<file path="src/sisc_pkg.sv">
// Package with register map, field positions, reset values and timing for the sensor alert block
package sisc_pkg;

   // Register indices on the serial bus
   localparam logic [7:0] STATUS_ADDR     = 8'h00;
   localparam logic [7:0] CONFIG_ADDR     = 8'h01;

   // Reset values
   localparam logic [7:0] STATUS_RST      = 8'h04;
   localparam logic [7:0] CONFIG_RST      = 8'h20;

   // Status field positions
   localparam int AMB_FLAG_BIT    = 0;
   localparam int PRX_FLAG_BIT    = 1;
   localparam int PWR_FLAG_BIT    = 2;
   localparam int SAVE_BIT        = 3;
   localparam int SRST_BIT        = 4;

   // Main configuration field positions
   localparam int AMB_EN_BIT      = 0;
   localparam int PRX_EN_BIT      = 1;
   localparam int SEL_LSB         = 2;
   localparam int MODE_LSB        = 5;

   // Ambient source select codes
   localparam logic [1:0] SEL_CLEAR       = 2'h0;
   localparam logic [1:0] SEL_GREEN       = 2'h1;
   localparam logic [1:0] SEL_IR          = 2'h2;
   localparam logic [1:0] SEL_TEMP        = 2'h3;

   // Channel set codes
   localparam logic [2:0] MODE_CLR_IR_PRX = 3'h3;
   localparam logic [2:0] MODE_ALL_PRX    = 3'h4;
   localparam logic [2:0] MODE_PRX_ONLY   = 3'h5;

   // Timing
   localparam int CLK_HZ          = 10_000_000;
   localparam int CONV_PERIOD_US  = 100_000;
   localparam int CONV_CYCLES     = (CLK_HZ / 1_000_000) * CONV_PERIOD_US;
   localparam int SRST_NS         = 1_600;
   localparam int SRST_CYCLES     = (SRST_NS * (CLK_HZ / 1_000_000) + 999) / 1_000;

   // Serial interface
   localparam logic [6:0] DEV_ADDR_DEF    = 7'h2A; // Value arbitrary

endpackage

</file>
<file path="src/sisc_conv_if.sv">
// Interface between the register core and the conversion period timer
`timescale 1ns/1ps
interface sisc_conv_if;
   logic       power_save;   // Conversions stopped
   logic [7:0] cfg;          // Configuration as last written
   logic       conv_done;    // One-cycle pulse at end of a conversion period
   logic [7:0] active_cfg;   // Configuration applied to the running period
   logic       stale;        // Data not yet refreshed since wake-up

   modport timer (
      input  power_save,
      input  cfg,
      output conv_done,
      output active_cfg,
      output stale
   );

   modport core (
      output power_save,
      output cfg,
      input  conv_done,
      input  active_cfg,
      input  stale
   );
endinterface

</file>
<file path="src/sisc_conv_timer.sv">
// Conversion period timer: paces conversions and applies new settings at period boundaries
`timescale 1ns/1ps
module sisc_conv_timer #(
   parameter int PERIOD_CYCLES = sisc_pkg::CONV_CYCLES
) (
   // Clock and reset
   input  wire logic     mclk_i,
   input  wire logic     rst_n_i,
   // Core side
   sisc_conv_if.timer    conv
);

   logic [31:0] cnt_reg;

   // Period counter, held at zero in power save so no conversion runs
   always_ff @(posedge mclk_i) begin
      if (!rst_n_i || conv.power_save) begin
         cnt_reg <= 32'h0;
      end else if (cnt_reg == 32'(PERIOD_CYCLES - 1)) begin
         cnt_reg <= 32'h0;
      end else begin
         cnt_reg <= cnt_reg + 32'h1;
      end
   end

   assign conv.conv_done = !conv.power_save && (cnt_reg == 32'(PERIOD_CYCLES - 1));

   // Settings are taken only between periods so a running conversion is never disturbed
   always_ff @(posedge mclk_i) begin
      if (!rst_n_i) begin
         conv.active_cfg <= sisc_pkg::CONFIG_RST;
      end else if (conv.power_save || conv.conv_done) begin
         conv.active_cfg <= conv.cfg;
      end
   end

   // Data counts as stale from shutdown until the first completed period
   always_ff @(posedge mclk_i) begin
      if (!rst_n_i) begin
         conv.stale <= 1'b1;
      end else if (conv.power_save) begin
         conv.stale <= 1'b1;
      end else if (conv.conv_done) begin
         conv.stale <= 1'b0;
      end
   end

endmodule

</file>
<file path="src/sisc_persist.sv">
// Window compare with persist counter producing a qualified threshold event
`timescale 1ns/1ps
module sisc_persist #(
   parameter int W = 14
) (
   // Clock and reset
   input  wire logic         mclk_i,
   input  wire logic         rst_n_i,
   // Control
   input  wire logic         clear_i,
   input  wire logic         sample_i,
   input  wire logic [1:0]   persist_i,
   // Data and window
   input  wire logic [W-1:0] value_i,
   input  wire logic [W-1:0] upper_i,
   input  wire logic [W-1:0] lower_i,
   // Result
   output      logic         event_o
);

   logic [2:0] run_reg;
   logic       outside;

   assign outside = (value_i > upper_i) || (value_i < lower_i);

   // Counts consecutive out-of-window samples; fires once the run exceeds the persist count
   always_ff @(posedge mclk_i) begin
      if (!rst_n_i || clear_i) begin
         run_reg <= 3'h0;
         event_o <= 1'b0;
      end else if (sample_i) begin
         if (!outside) begin
            run_reg <= 3'h0;
            event_o <= 1'b0;
         end else if (run_reg >= {1'b0, persist_i}) begin
            event_o <= 1'b1; // Saturates; the sticky flag in the core holds it
         end else begin
            run_reg <= run_reg + 3'h1;
            event_o <= 1'b0;
         end
      end else begin
         event_o <= 1'b0;
      end
   end

endmodule

</file>
<file path="src/sisc_core.sv">
// Sensor alert core: serial register access, event flags, power save and soft reset
`timescale 1ns/1ps
module sisc_core #(
   parameter logic [6:0] DEV_ADDR    = sisc_pkg::DEV_ADDR_DEF,
   parameter int         CONV_CYCLES = sisc_pkg::CONV_CYCLES
) (
   // Clock and reset
   input  wire logic        mclk_i,
   input  wire logic        rst_n_i,
   // Serial register bus
   input  wire logic        scl_i,
   input  wire logic        sda_i,
   output      logic        sda_o,
   output      logic        sda_oe_o,
   // Alert pin, open drain
   output      logic        alert_n_o,
   output      logic        alert_oe_o,
   // Conversion results
   input  wire logic [13:0] clear_data_i,
   input  wire logic [13:0] green_data_i,
   input  wire logic [13:0] ir_data_i,
   input  wire logic [13:0] temp_data_i,
   input  wire logic [9:0]  prox_data_i,
   // Thresholds and persist settings
   input  wire logic [13:0] amb_upper_thr_i,
   input  wire logic [13:0] amb_lower_thr_i,
   input  wire logic [9:0]  prx_upper_thr_i,
   input  wire logic [9:0]  prx_lower_thr_i,
   input  wire logic [1:0]  ambient_persist_count_i,
   input  wire logic [1:0]  proximity_persist_count_i,
   // Supply monitor
   input  wire logic        supply_glitch_i,
   // Status towards the rest of the device
   output      logic        conv_enable_o,
   output      logic        amb_active_o,
   output      logic        prx_active_o,
   output      logic        data_stale_o,
   output      logic        soft_reset_o,
   output      logic        thr_restore_o
);

   typedef enum logic [3:0] {
      ST_IDLE  = 4'b0000,
      ST_ADDR  = 4'b0001,
      ST_ACK_A = 4'b0010,
      ST_PTR   = 4'b0011,
      ST_ACK_P = 4'b0100,
      ST_WDAT  = 4'b0101,
      ST_ACK_W = 4'b0110,
      ST_RDAT  = 4'b0111,
      ST_RACK  = 4'b1000
   } sisc_bus_state_t;

   sisc_bus_state_t bus_state_reg;
   logic [3:0]  bit_cnt_reg;
   logic [7:0]  shift_reg;
   logic [7:0]  tx_reg;
   logic [7:0]  ptr_reg;
   logic        rw_reg;
   logic        ack_ok_reg;
   logic        scl_q_reg;
   logic        sda_q_reg;
   logic        wr_stb_reg;
   logic [7:0]  wr_addr_reg;
   logic [7:0]  wr_data_reg;
   logic        status_rd_reg;

   logic        ambient_alert_flag_reg;
   logic        proximity_alert_flag_reg;
   logic        power_up_event_flag_reg;
   logic        power_save_request_reg;
   logic [7:0]  cfg_reg;
   logic [7:0]  srst_cnt_reg;
   logic        srst_busy;
   logic        core_rst_n;

   logic        scl_rise;
   logic        scl_fall;
   logic        bus_start;
   logic        bus_stop;
   logic        amb_evt;
   logic        prx_evt;
   logic [13:0] amb_value;
   logic [2:0]  act_mode;

   sisc_conv_if conv ();

   // Register read mux; unmapped indices read as zero
   function automatic logic [7:0] read_reg(input logic [7:0] idx,
                                           input logic [7:0] status,
                                           input logic [7:0] cfg);
      if (idx == sisc_pkg::STATUS_ADDR) begin
         return status;
      end else if (idx == sisc_pkg::CONFIG_ADDR) begin
         return cfg;
      end else begin
         return 8'h00;
      end
   endfunction

   logic [7:0] status_view;
   assign status_view = {3'h0, srst_busy, power_save_request_reg, power_up_event_flag_reg,
                         proximity_alert_flag_reg, ambient_alert_flag_reg};

   // Byte offered to a read, picked by the register pointer
   logic [7:0] rd_byte;
   assign rd_byte = read_reg(ptr_reg, status_view, cfg_reg);

   // Bus pins are synchronous to mclk; one stage of history gives the edges
   always_ff @(posedge mclk_i) begin
      if (!rst_n_i) begin
         scl_q_reg <= 1'b1;
         sda_q_reg <= 1'b1;
      end else begin
         scl_q_reg <= scl_i;
         sda_q_reg <= sda_i;
      end
   end

   assign scl_rise  = scl_i && !scl_q_reg;
   assign scl_fall  = !scl_i && scl_q_reg;
   assign bus_start = scl_i && scl_q_reg && sda_q_reg && !sda_i;
   assign bus_stop  = scl_i && scl_q_reg && !sda_q_reg && sda_i;

   // Serial slave; reset only by the pin reset so a soft reset cannot cut a transfer short
   always_ff @(posedge mclk_i) begin
      if (!rst_n_i) begin
         bus_state_reg <= ST_IDLE;
         bit_cnt_reg   <= 4'h0;
         shift_reg     <= 8'h00;
         tx_reg        <= 8'h00;
         ptr_reg       <= 8'h00;
         rw_reg        <= 1'b0;
         ack_ok_reg    <= 1'b0;
         sda_oe_o      <= 1'b0;
         wr_stb_reg    <= 1'b0;
         wr_addr_reg   <= 8'h00;
         wr_data_reg   <= 8'h00;
         status_rd_reg <= 1'b0;
      end else begin
         wr_stb_reg    <= 1'b0;
         status_rd_reg <= 1'b0;
         if (bus_stop) begin
            bus_state_reg <= ST_IDLE;
            sda_oe_o      <= 1'b0;
         end else if (bus_start) begin
            bus_state_reg <= ST_ADDR;
            bit_cnt_reg   <= 4'h0;
            sda_oe_o      <= 1'b0;
         end else if (scl_rise) begin
            if (bus_state_reg == ST_RACK) begin
               ack_ok_reg <= !sda_i;
            end else if (bus_state_reg == ST_ADDR || bus_state_reg == ST_PTR ||
                         bus_state_reg == ST_WDAT) begin
               shift_reg   <= {shift_reg[6:0], sda_i};
               bit_cnt_reg <= bit_cnt_reg + 4'h1;
            end
         end else if (scl_fall) begin
            case (bus_state_reg)
               ST_ADDR: begin
                  if (bit_cnt_reg == 4'h8) begin
                     if (shift_reg[7:1] == DEV_ADDR) begin
                        rw_reg        <= shift_reg[0];
                        sda_oe_o      <= 1'b1;
                        bus_state_reg <= ST_ACK_A;
                     end else begin
                        bus_state_reg <= ST_IDLE;
                     end
                  end
               end
               ST_ACK_A, ST_RACK: begin
                  bit_cnt_reg <= 4'h0;
                  if (bus_state_reg == ST_RACK && !ack_ok_reg) begin
                     sda_oe_o      <= 1'b0;
                     bus_state_reg <= ST_IDLE;
                  end else if (bus_state_reg == ST_RACK || rw_reg) begin
                     // Load the byte and drive its first bit
                     tx_reg        <= rd_byte;
                     sda_oe_o      <= !rd_byte[7];
                     bit_cnt_reg   <= 4'h1;
                     status_rd_reg <= (ptr_reg == sisc_pkg::STATUS_ADDR);
                     ptr_reg       <= ptr_reg + 8'h01;
                     bus_state_reg <= ST_RDAT;
                  end else begin
                     sda_oe_o      <= 1'b0;
                     bus_state_reg <= ST_PTR;
                  end
               end
               ST_PTR: begin
                  if (bit_cnt_reg == 4'h8) begin
                     ptr_reg       <= shift_reg;
                     sda_oe_o      <= 1'b1;
                     bus_state_reg <= ST_ACK_P;
                  end
               end
               ST_ACK_P, ST_ACK_W: begin
                  sda_oe_o      <= 1'b0;
                  bit_cnt_reg   <= 4'h0;
                  bus_state_reg <= ST_WDAT;
               end
               ST_WDAT: begin
                  if (bit_cnt_reg == 4'h8) begin
                     wr_stb_reg    <= 1'b1;
                     wr_addr_reg   <= ptr_reg;
                     wr_data_reg   <= shift_reg;
                     ptr_reg       <= ptr_reg + 8'h01;
                     sda_oe_o      <= 1'b1;
                     bus_state_reg <= ST_ACK_W;
                  end
               end
               ST_RDAT: begin
                  if (bit_cnt_reg == 4'h8) begin
                     sda_oe_o      <= 1'b0; // Release for the host's acknowledge
                     bus_state_reg <= ST_RACK;
                  end else begin
                     sda_oe_o    <= !tx_reg[6];
                     tx_reg      <= {tx_reg[6:0], 1'b0};
                     bit_cnt_reg <= bit_cnt_reg + 4'h1;
                  end
               end
               default: begin
                  sda_oe_o <= 1'b0;
               end
            endcase
         end
      end
   end

   assign sda_o = 1'b0;

   // Soft reset sequencer, itself cleared only by the pin reset
   always_ff @(posedge mclk_i) begin
      if (!rst_n_i) begin
         srst_cnt_reg <= 8'h00;
      end else if (wr_stb_reg && wr_addr_reg == sisc_pkg::STATUS_ADDR &&
                   wr_data_reg[sisc_pkg::SRST_BIT]) begin
         srst_cnt_reg <= 8'(sisc_pkg::SRST_CYCLES);
      end else if (srst_cnt_reg != 8'h00) begin
         srst_cnt_reg <= srst_cnt_reg - 8'h01;
      end
   end

   assign srst_busy    = (srst_cnt_reg != 8'h00);
   assign core_rst_n   = rst_n_i && !srst_busy;
   assign soft_reset_o = srst_busy;

   // Control registers
   always_ff @(posedge mclk_i) begin
      if (!core_rst_n) begin
         power_save_request_reg <= sisc_pkg::STATUS_RST[sisc_pkg::SAVE_BIT];
         cfg_reg                <= sisc_pkg::CONFIG_RST;
      end else if (wr_stb_reg) begin
         if (wr_addr_reg == sisc_pkg::STATUS_ADDR) begin
            power_save_request_reg <= wr_data_reg[sisc_pkg::SAVE_BIT];
         end else if (wr_addr_reg == sisc_pkg::CONFIG_ADDR) begin
            cfg_reg <= wr_data_reg;
         end
      end
   end

   // Power-up flag: set by reset or supply glitch, only a status read clears it
   always_ff @(posedge mclk_i) begin
      if (!core_rst_n) begin
         power_up_event_flag_reg <= sisc_pkg::STATUS_RST[sisc_pkg::PWR_FLAG_BIT];
      end else if (supply_glitch_i) begin
         power_up_event_flag_reg <= 1'b1;
      end else if (status_rd_reg) begin
         power_up_event_flag_reg <= 1'b0;
      end
   end

   // Thresholds outside this block return to defaults on a supply event or soft reset
   always_ff @(posedge mclk_i) begin
      if (!rst_n_i) begin
         thr_restore_o <= 1'b1;
      end else begin
         thr_restore_o <= supply_glitch_i || srst_busy;
      end
   end

   // Ambient flag; a new event beats a same-cycle read clear
   always_ff @(posedge mclk_i) begin
      if (!core_rst_n) begin
         ambient_alert_flag_reg <= 1'b0;
      end else if (amb_evt && cfg_reg[sisc_pkg::AMB_EN_BIT] && !power_save_request_reg) begin
         ambient_alert_flag_reg <= 1'b1;
      end else if (status_rd_reg || !cfg_reg[sisc_pkg::AMB_EN_BIT] ||
                   power_save_request_reg) begin
         ambient_alert_flag_reg <= 1'b0;
      end
   end

   // Proximity flag, same policy as ambient
   always_ff @(posedge mclk_i) begin
      if (!core_rst_n) begin
         proximity_alert_flag_reg <= 1'b0;
      end else if (prx_evt && cfg_reg[sisc_pkg::PRX_EN_BIT] && !power_save_request_reg) begin
         proximity_alert_flag_reg <= 1'b1;
      end else if (status_rd_reg || !cfg_reg[sisc_pkg::PRX_EN_BIT] ||
                   power_save_request_reg) begin
         proximity_alert_flag_reg <= 1'b0;
      end
   end

   // Open-drain alert: only ever pulls low, the board pull-up gives the high level
   assign alert_n_o  = 1'b0;
   assign alert_oe_o = power_up_event_flag_reg || proximity_alert_flag_reg ||
                       ambient_alert_flag_reg;

   // Conversion pacing
   assign conv.power_save = power_save_request_reg;
   assign conv.cfg        = cfg_reg;

   sisc_conv_timer #(
      .PERIOD_CYCLES (CONV_CYCLES)
   ) u_timer (
      .mclk_i  (mclk_i),
      .rst_n_i (core_rst_n),
      .conv    (conv)
   );

   // Channel set from the applied mode; reserved codes run nothing
   assign act_mode      = conv.active_cfg[sisc_pkg::MODE_LSB +: 3];
   assign amb_active_o  = (act_mode < sisc_pkg::MODE_PRX_ONLY);
   assign prx_active_o  = (act_mode == sisc_pkg::MODE_CLR_IR_PRX) ||
                          (act_mode == sisc_pkg::MODE_ALL_PRX) ||
                          (act_mode == sisc_pkg::MODE_PRX_ONLY);
   assign conv_enable_o = !power_save_request_reg && (amb_active_o || prx_active_o);
   assign data_stale_o  = conv.stale;

   // Ambient source routing into the window compare
   always_comb begin
      case (conv.active_cfg[sisc_pkg::SEL_LSB +: 2])
         sisc_pkg::SEL_CLEAR: amb_value = clear_data_i;
         sisc_pkg::SEL_GREEN: amb_value = green_data_i;
         sisc_pkg::SEL_IR:    amb_value = ir_data_i;
         default:             amb_value = temp_data_i;
      endcase
   end

   sisc_persist #(
      .W (14)
   ) u_amb_persist (
      .mclk_i    (mclk_i),
      .rst_n_i   (core_rst_n),
      .clear_i   (!conv.active_cfg[sisc_pkg::AMB_EN_BIT] || power_save_request_reg),
      .sample_i  (conv.conv_done && amb_active_o),
      .persist_i (ambient_persist_count_i),
      .value_i   (amb_value),
      .upper_i   (amb_upper_thr_i),
      .lower_i   (amb_lower_thr_i),
      .event_o   (amb_evt)
   );

   sisc_persist #(
      .W (10)
   ) u_prx_persist (
      .mclk_i    (mclk_i),
      .rst_n_i   (core_rst_n),
      .clear_i   (!conv.active_cfg[sisc_pkg::PRX_EN_BIT] || power_save_request_reg),
      .sample_i  (conv.conv_done && prx_active_o),
      .persist_i (proximity_persist_count_i),
      .value_i   (prox_data_i),
      .upper_i   (prx_upper_thr_i),
      .lower_i   (prx_lower_thr_i),
      .event_o   (prx_evt)
   );

endmodule

</file>
<file path="config.mk">
export PLATFORM = sky130hd
export DESIGN_NAME = sisc_core
export DESIGN_NICKNAME = d
export VERILOG_FILES = /design/src/sisc_pkg.sv /design/src/sisc_conv_if.sv /design/src/sisc_conv_timer.sv /design/src/sisc_persist.sv /design/src/sisc_core.sv
export SDC_FILE = /design/constraint.sdc
export NUM_CORES = 1
export LEC_CHECK = 0
export ABC_CLOCK_PERIOD_IN_PS = 2750
export BUFFER_PORTS_ARGS = -buffer_cell sky130_fd_sc_hd__buf_2
export CAP_MARGIN = 20
export CORE_MARGIN = 5
export CORE_UTILIZATION = 45
export DETAILED_ROUTE_END_ITERATION = 8
export PLACE_DENSITY = 0.7
export SYNTH_ARGS = -nofsm -noshare
export SYNTH_HDL_FRONTEND = slang
export SYNTH_SLANG_ARGS = --single-unit
export TNS_END_PERCENT = 5
</file>
<file path="constraint.sdc">
create_clock -name mclk_i -period 2.75 [get_ports mclk_i]
set_input_delay 0.275 -clock mclk_i [delete_from_list [all_inputs] [get_ports mclk_i]]
set_output_delay 0.275 -clock mclk_i [all_outputs]
set_load 0.03 [all_outputs]
</file>
* Word-level counts from Yosys, hierarchy flattened
Cells that the tools add are included.
Storage, ports and cells: bits in registers 124, latch bits 0, RAM bits 0, bits in read-only memories 0, input bits 123, output and inout port bits 10, word-level logic and storage cells 242, memories 0
Cells by class: $add $sub $neg 6, multiply operators 0, divide/modulo/power cells 0, $lt $le $gt $ge 7, eq/ne operators 37, shifts and indexed selects 0, muxes and demuxes 52, bitwise gates (word level) 15, reduce and logical (&&, ||, !) cells 95
Operators by type and width (count):
- $mux W8 | 6
- $pmux W14 S3 | 1
- $mux W4 | 10
- $add A32 B1 Y32 const B | 1
- $eq A32 B20 Y1 const B | 1
- $pmux W4 S6 | 1
- $pmux W8 S3 | 1
- $logic_or A1 B1 Y1 | 21
- $mux W7 | 3
- $reduce_and A7 Y1 | 3
- $logic_and A1 B1 Y1 | 19
- $mux W1 | 18
- $mux W3 | 6
- $eq A4 B3 Y1 const B | 4
- $eq A8 B1 Y1 const B | 2
- $logic_not A8 Y1 | 2
- $reduce_or A2 Y1 | 8
- $not A1 Y1 | 15
- $gt A14 B14 Y1 | 1
- $logic_not A1 Y1 | 14
- $lt A14 B14 Y1 | 1
- $pmux W7 S2 | 1
- $ne A2 B1 Y1 const B | 6
- $ne A2 B2 Y1 const B | 6
- 41 further kinds | 61

* Longest topological paths before layout
word-level depth 8, mapped depth 11, depth with buffers taken out 10

* Modules after synthesis
Synthesis repeated with hierarchy kept, for this count alone.
Second synthesis, totals: cells, all modules 905, area total of the unflattened synthesis 7689.9 µm²
By module, submodules not included:
- sisc_core | times used 1, cells each 495, area an instance 4191.5 µm², seq. area each 1501.4 µm²
- sisc_conv_timer | times used 1, cells each 191, area an instance 1829.3 µm², seq. area each 820.8 µm²
- sisc_persist at u_amb_persist | times used 1, cells each 122, area an instance 912.1 µm², seq. area each 80.1 µm²
- sisc_persist at u_prx_persist | times used 1, cells each 97, area an instance 757.0 µm², seq. area each 80.1 µm²

* Worst setup path before layout
Ideal clock, no wire load.
path type reg2reg, start register u_timer.conv.active_cfg[2], end register u_amb_persist.run_reg[0], setup time 118 ps, data arrival time 2918 ps, data required time 2632 ps, slack -286 ps, stages on the path, launching flop included 11, path buffers 2, clock period less this slack 3036 ps, cells stage by stage dfxtp_1 -> buf_2 -> buf_1 -> mux4_2 -> ha_1 -> nand2_1 -> or3_1 -> a311oi_1 -> o22a_1 -> o21bai_1 -> a21oi_1
Between the ends: longest elaborated chain between the ends 6, elaborated cells between the ends (all ways) 10, those cells by class order compare: 2; eq/ne: 3; mux: 2; reduce/logical: 3
RTL lines:
- start: declaration | line sisc_conv_if.sv:14 | output active_cfg,
- start signal: assignment | line sisc_conv_timer.sv:31 | conv.active_cfg <= sisc_pkg::CONFIG_RST;
- start signal: assignment | line sisc_conv_timer.sv:33 | conv.active_cfg <= conv.cfg;
- $eq A2 B2 Y1 (tied with other cells) | line sisc_core.sv:333 | case (conv.active_cfg[sisc_pkg::SEL_LSB +: 2])
- $pmux W14 S3 (*) | line sisc_core.sv:333
- $gt A14 B14 Y1 or $lt A14 B14 Y1 (tied branches) | line sisc_persist.sv:24 | assign outside = (value_i > upper_i) || (value_i < lower_i);
- $logic_or A1 B1 Y1 (*) | line sisc_persist.sv:24
- $ne A2 B2 Y1 (no line)
- $reduce_and A2 Y1 (no line)
- end signal: assignment | line sisc_persist.sv:38 | run_reg <= run_reg + 3'h1;
- end: declaration | line sisc_persist.sv:21 | logic [2:0] run_reg;
Every way passes the cells marked *; elsewhere a longest branch is shown, timed or not. A chain may end at the register's enable or synchronous reset.

* Worst setup path after layout
Ends and elaborated chain as after synthesis.

==> reports/qor.yml <==
floorplan:
  rows: 47
  dieArea_mm2: 0.0193
  die_h_um: 139
  die_x_um: 139
  start_util_pct: 45.5
  placeableCoreArea_mm2: 0.0164
  ios: 133
worst_setup_path:
  regToRegSetupSlack_ns: 0.16
  cp-end-kind: "flop"
  critPathLaunchType: "flop"
  cp.required_ns: 3.05
  path_class: "flop to flop"
  arrival_ns: 2.89
  path_max_fanout: 4
route:
  first_pass_iters: 5
  met3_length_um: 1030
  drt-total-wl_um: 17800
  wl_met2_um: 8430
  vias: 6479
  viasPerCell: 5.28
  ant_nets: 0
  wl_met1_um: 8170
  top_layer: "met4"
  drcViolationCount: 0
  wl_per_cell_um: 14.5
  drt_iter0_drc: 271
sta:
  finalMaxSlewViolations: 0
  setup_viol: 0
  grt_setup_unrepaired: "false"
  hold_viol: 0
  period_minus_slack_ns: 2.59
  post-route-period-util_pct: 94.1
  max_slew_margin_pct: 54.8
  fmax_mhz: 386
  holdWs_ns: 0.0820
  setup_tns_ns: 0
  skew_ns: 0.00813
  tightestPinTransition_ns: 0.674
pwr:
  p_total_mw: 4.88
  peakVddDrop_mv: 0.470
  p_per_area_mw_per_mm2: 545
  p_leak_nw: 3.87
clock_network:
  cts.path.max_buffers: 2
  cts.reportedPaths.clkPinSlew_ns: 0.05
  htree_levels: 4
  cts_tree: "done"
  clock_latency_ns: 0.42
  cts_made_buffers: 17
  clkSinkCount: 123
  cts-root-buf: "clkbuf_16"
synth:
  synth-edff-count: 0
  netlist_area_mm2: 0.00746
  yosys.area_share.xor_xnor_pct: 4.46
  synthSimpleGateAreaFrac_pct: 23.3
  synth_seq_cells: 123
  synthCells: 859
  synth_fa_ha_area_share_pct: 10.6
  ys_types: 69
  ys_warn_count: 0
  synth_ff_type: "dfxtp_1"
  synth_compound_area_share_pct: 11.8
  ys_seq_area_share_pct: 33.0
  synthArstFlopShare_pct: 0
  synth_top_family_by_area: "simple AND/OR/NAND/NOR gates"
  muxShareOfSynthArea_pct: 10.3
  syn_area_per_cell_um2: 8.69
placed_design:
  io_buffers: 130
  gp_routability_congestion: 0.893
  dp_hpwl_um: 13600
  dp.cells: 1194
  placed_area_mm2: 0.00836
global_routing:
  grt_pass1_wl_um: 29900
  antenna_found_initial: 0
  gr-total-overflow: 0
  grtUsageTotal_pct: 18.4
  grt_pass1_vias: 6151
  grt_max_degree: 33
finish:
  drive_gt1_share_pct: 21.6
  largest_register_ffs: 32
  stdcell_count: 1227
  diodes: 0
  fin_nets: 1181
  final_area_mm2: 0.00895
  syn_to_final_growth_pct: 19.9
hold_path:
  hold_path.class: "input port to flop"
job:
  cap_violations: 0
status:
  status: "complete, no violations"
==> critical path, cell delays in order, from the launching register on <==
cell,delay [ns]
dfxtp_2,0.33
buf_6,0.12
mux4_2,0.52
ha_1,0.31
nand2_1,0.08
or3_1,0.37
a311oi_1,0.31
o22a_2,0.25
o21bai_1,0.11
a21oi_1,0.07
==> repair_timing <==
item / CTS / global route
hold buffers: 0 / 0
setup endpoints to repair: 0 / 4
setup buffers: 0 / 2
gates resized for setup: 0 / 7
==> power breakdown <==
group,leakage (nW),internal [mW],switching [mW]
Sequential,0.994,1.85,0.0615
Clock,0.274,1.33,0.807
Combinational,2.60,0.376,0.461
Total,3.87,3.55,1.33
==> path summary, 6_finish.rpt <==
check | start | depth (start not counted) | endpoint
worst min-delay path | supply_glitch_i | 2 | thr_restore_o
worst min register to register | u_timer.cnt_reg[0] | 1 | u_timer.cnt_reg[0]
worst max-delay path | u_timer.conv.active_cfg[2] | 9 | u_amb_persist.run_reg[0]
worst max register to register | u_timer.conv.active_cfg[2] | 9 | u_amb_persist.run_reg[0]
==> per-layer routing <==
layer  vias to the layer above  global-route usage (%)
met3                        17                    4.79
met5                         -                       0
met4                         0                    5.25
met2                       168                    30.8
met1                      3006                    23.5
li1                       3288                       -
==> per-stage QoR <==
stage | utilization, % | setup WS (ns)
3_5_place_dp | 51.0 | 0.0917
3_3_place_gp | 51.0 | 0.136
6_report | 54.6 | 0.162
5_1_grt | 54.6 | 0.0234
2_1_floorplan | - | 0.0624
4_1_cts | 54.4 | 0.0795
==> kinds of logic (layout without fill, tap and decap cells) <==
logic type	count (synthesis)	after routing
AND/OR/NAND/NOR	327	327
AO/OA/AOI/OAI	136	136
flip-flops	123	123
buffers and inverters	112	259
adder cells (fa/ha/maj)	63	63
multiplexers	59	59
XOR/XNOR	38	38
other	1	2
==> area by class of cell <==
class / count / area (µm²)
clock buffers: 20 / 437
clock inverters: 11 / 123
fillers: 1533 / 7450
inverters: 74 / 278
multi-input cells: 625 / 4530
flip-flops and latches: 123 / 2460
well taps: 220 / 275
repair buffers: 154 / 847
==> synthesized netlist by cell type, drive strengths merged, types with 2 or more instances <==
library cell | instances | area (µm²)
nand3 | 25 | 125
a211o | 2 | 17.5
a211oi | 9 | 67.6
nand4 | 17 | 106
nand2 | 51 | 194
or2 | 4 | 25.0
nor4 | 11 | 83.8
and3 | 19 | 119
xor2 | 22 | 193
nor3 | 17 | 90.1
mux4 | 14 | 315
a32oi | 2 | 17.5
a311oi | 2 | 17.5
a21boi | 3 | 22.5
nor2b | 39 | 244
inv | 74 | 278
a31oi | 5 | 31.3
xnor2 | 16 | 140
nand4b | 2 | 17.5
dfxtp | 123 | 2460
o21bai | 3 | 26.3
o31a | 2 | 17.5
nand2b | 5 | 31.3
a21o | 9 | 67.6
a22oi | 4 | 30.0
a221oi | 4 | 35.0
mux2i | 44 | 440
o31ai | 3 | 22.5
or3 | 7 | 43.8
and2 | 14 | 87.6
nor3b | 3 | 22.5
o32ai | 2 | 17.5
nor4b | 7 | 91.3
and4 | 7 | 61.3
o221ai | 3 | 26.3
nor2 | 95 | 359
clkbuf | 17 | 63.8
o22ai | 3 | 25.0
a21oi | 41 | 205
ha | 63 | 788
o21ai | 31 | 159
buf | 21 | 151
o22a | 2 | 18.8
==> layout by cell type (no fill, tap or decap), types with 25 or more instances in the layout <==
cell type and n:
buf_2 130, dfxtp_1 121, nor2_1 94, inv_1 74, ha_1 63, nand2_1 50, mux2i_1 44, a21oi_1 41
nor2b_1 39, o21ai_0 25, nand3_1 25
No activity file was read; power rests on OpenSTA's default activity.
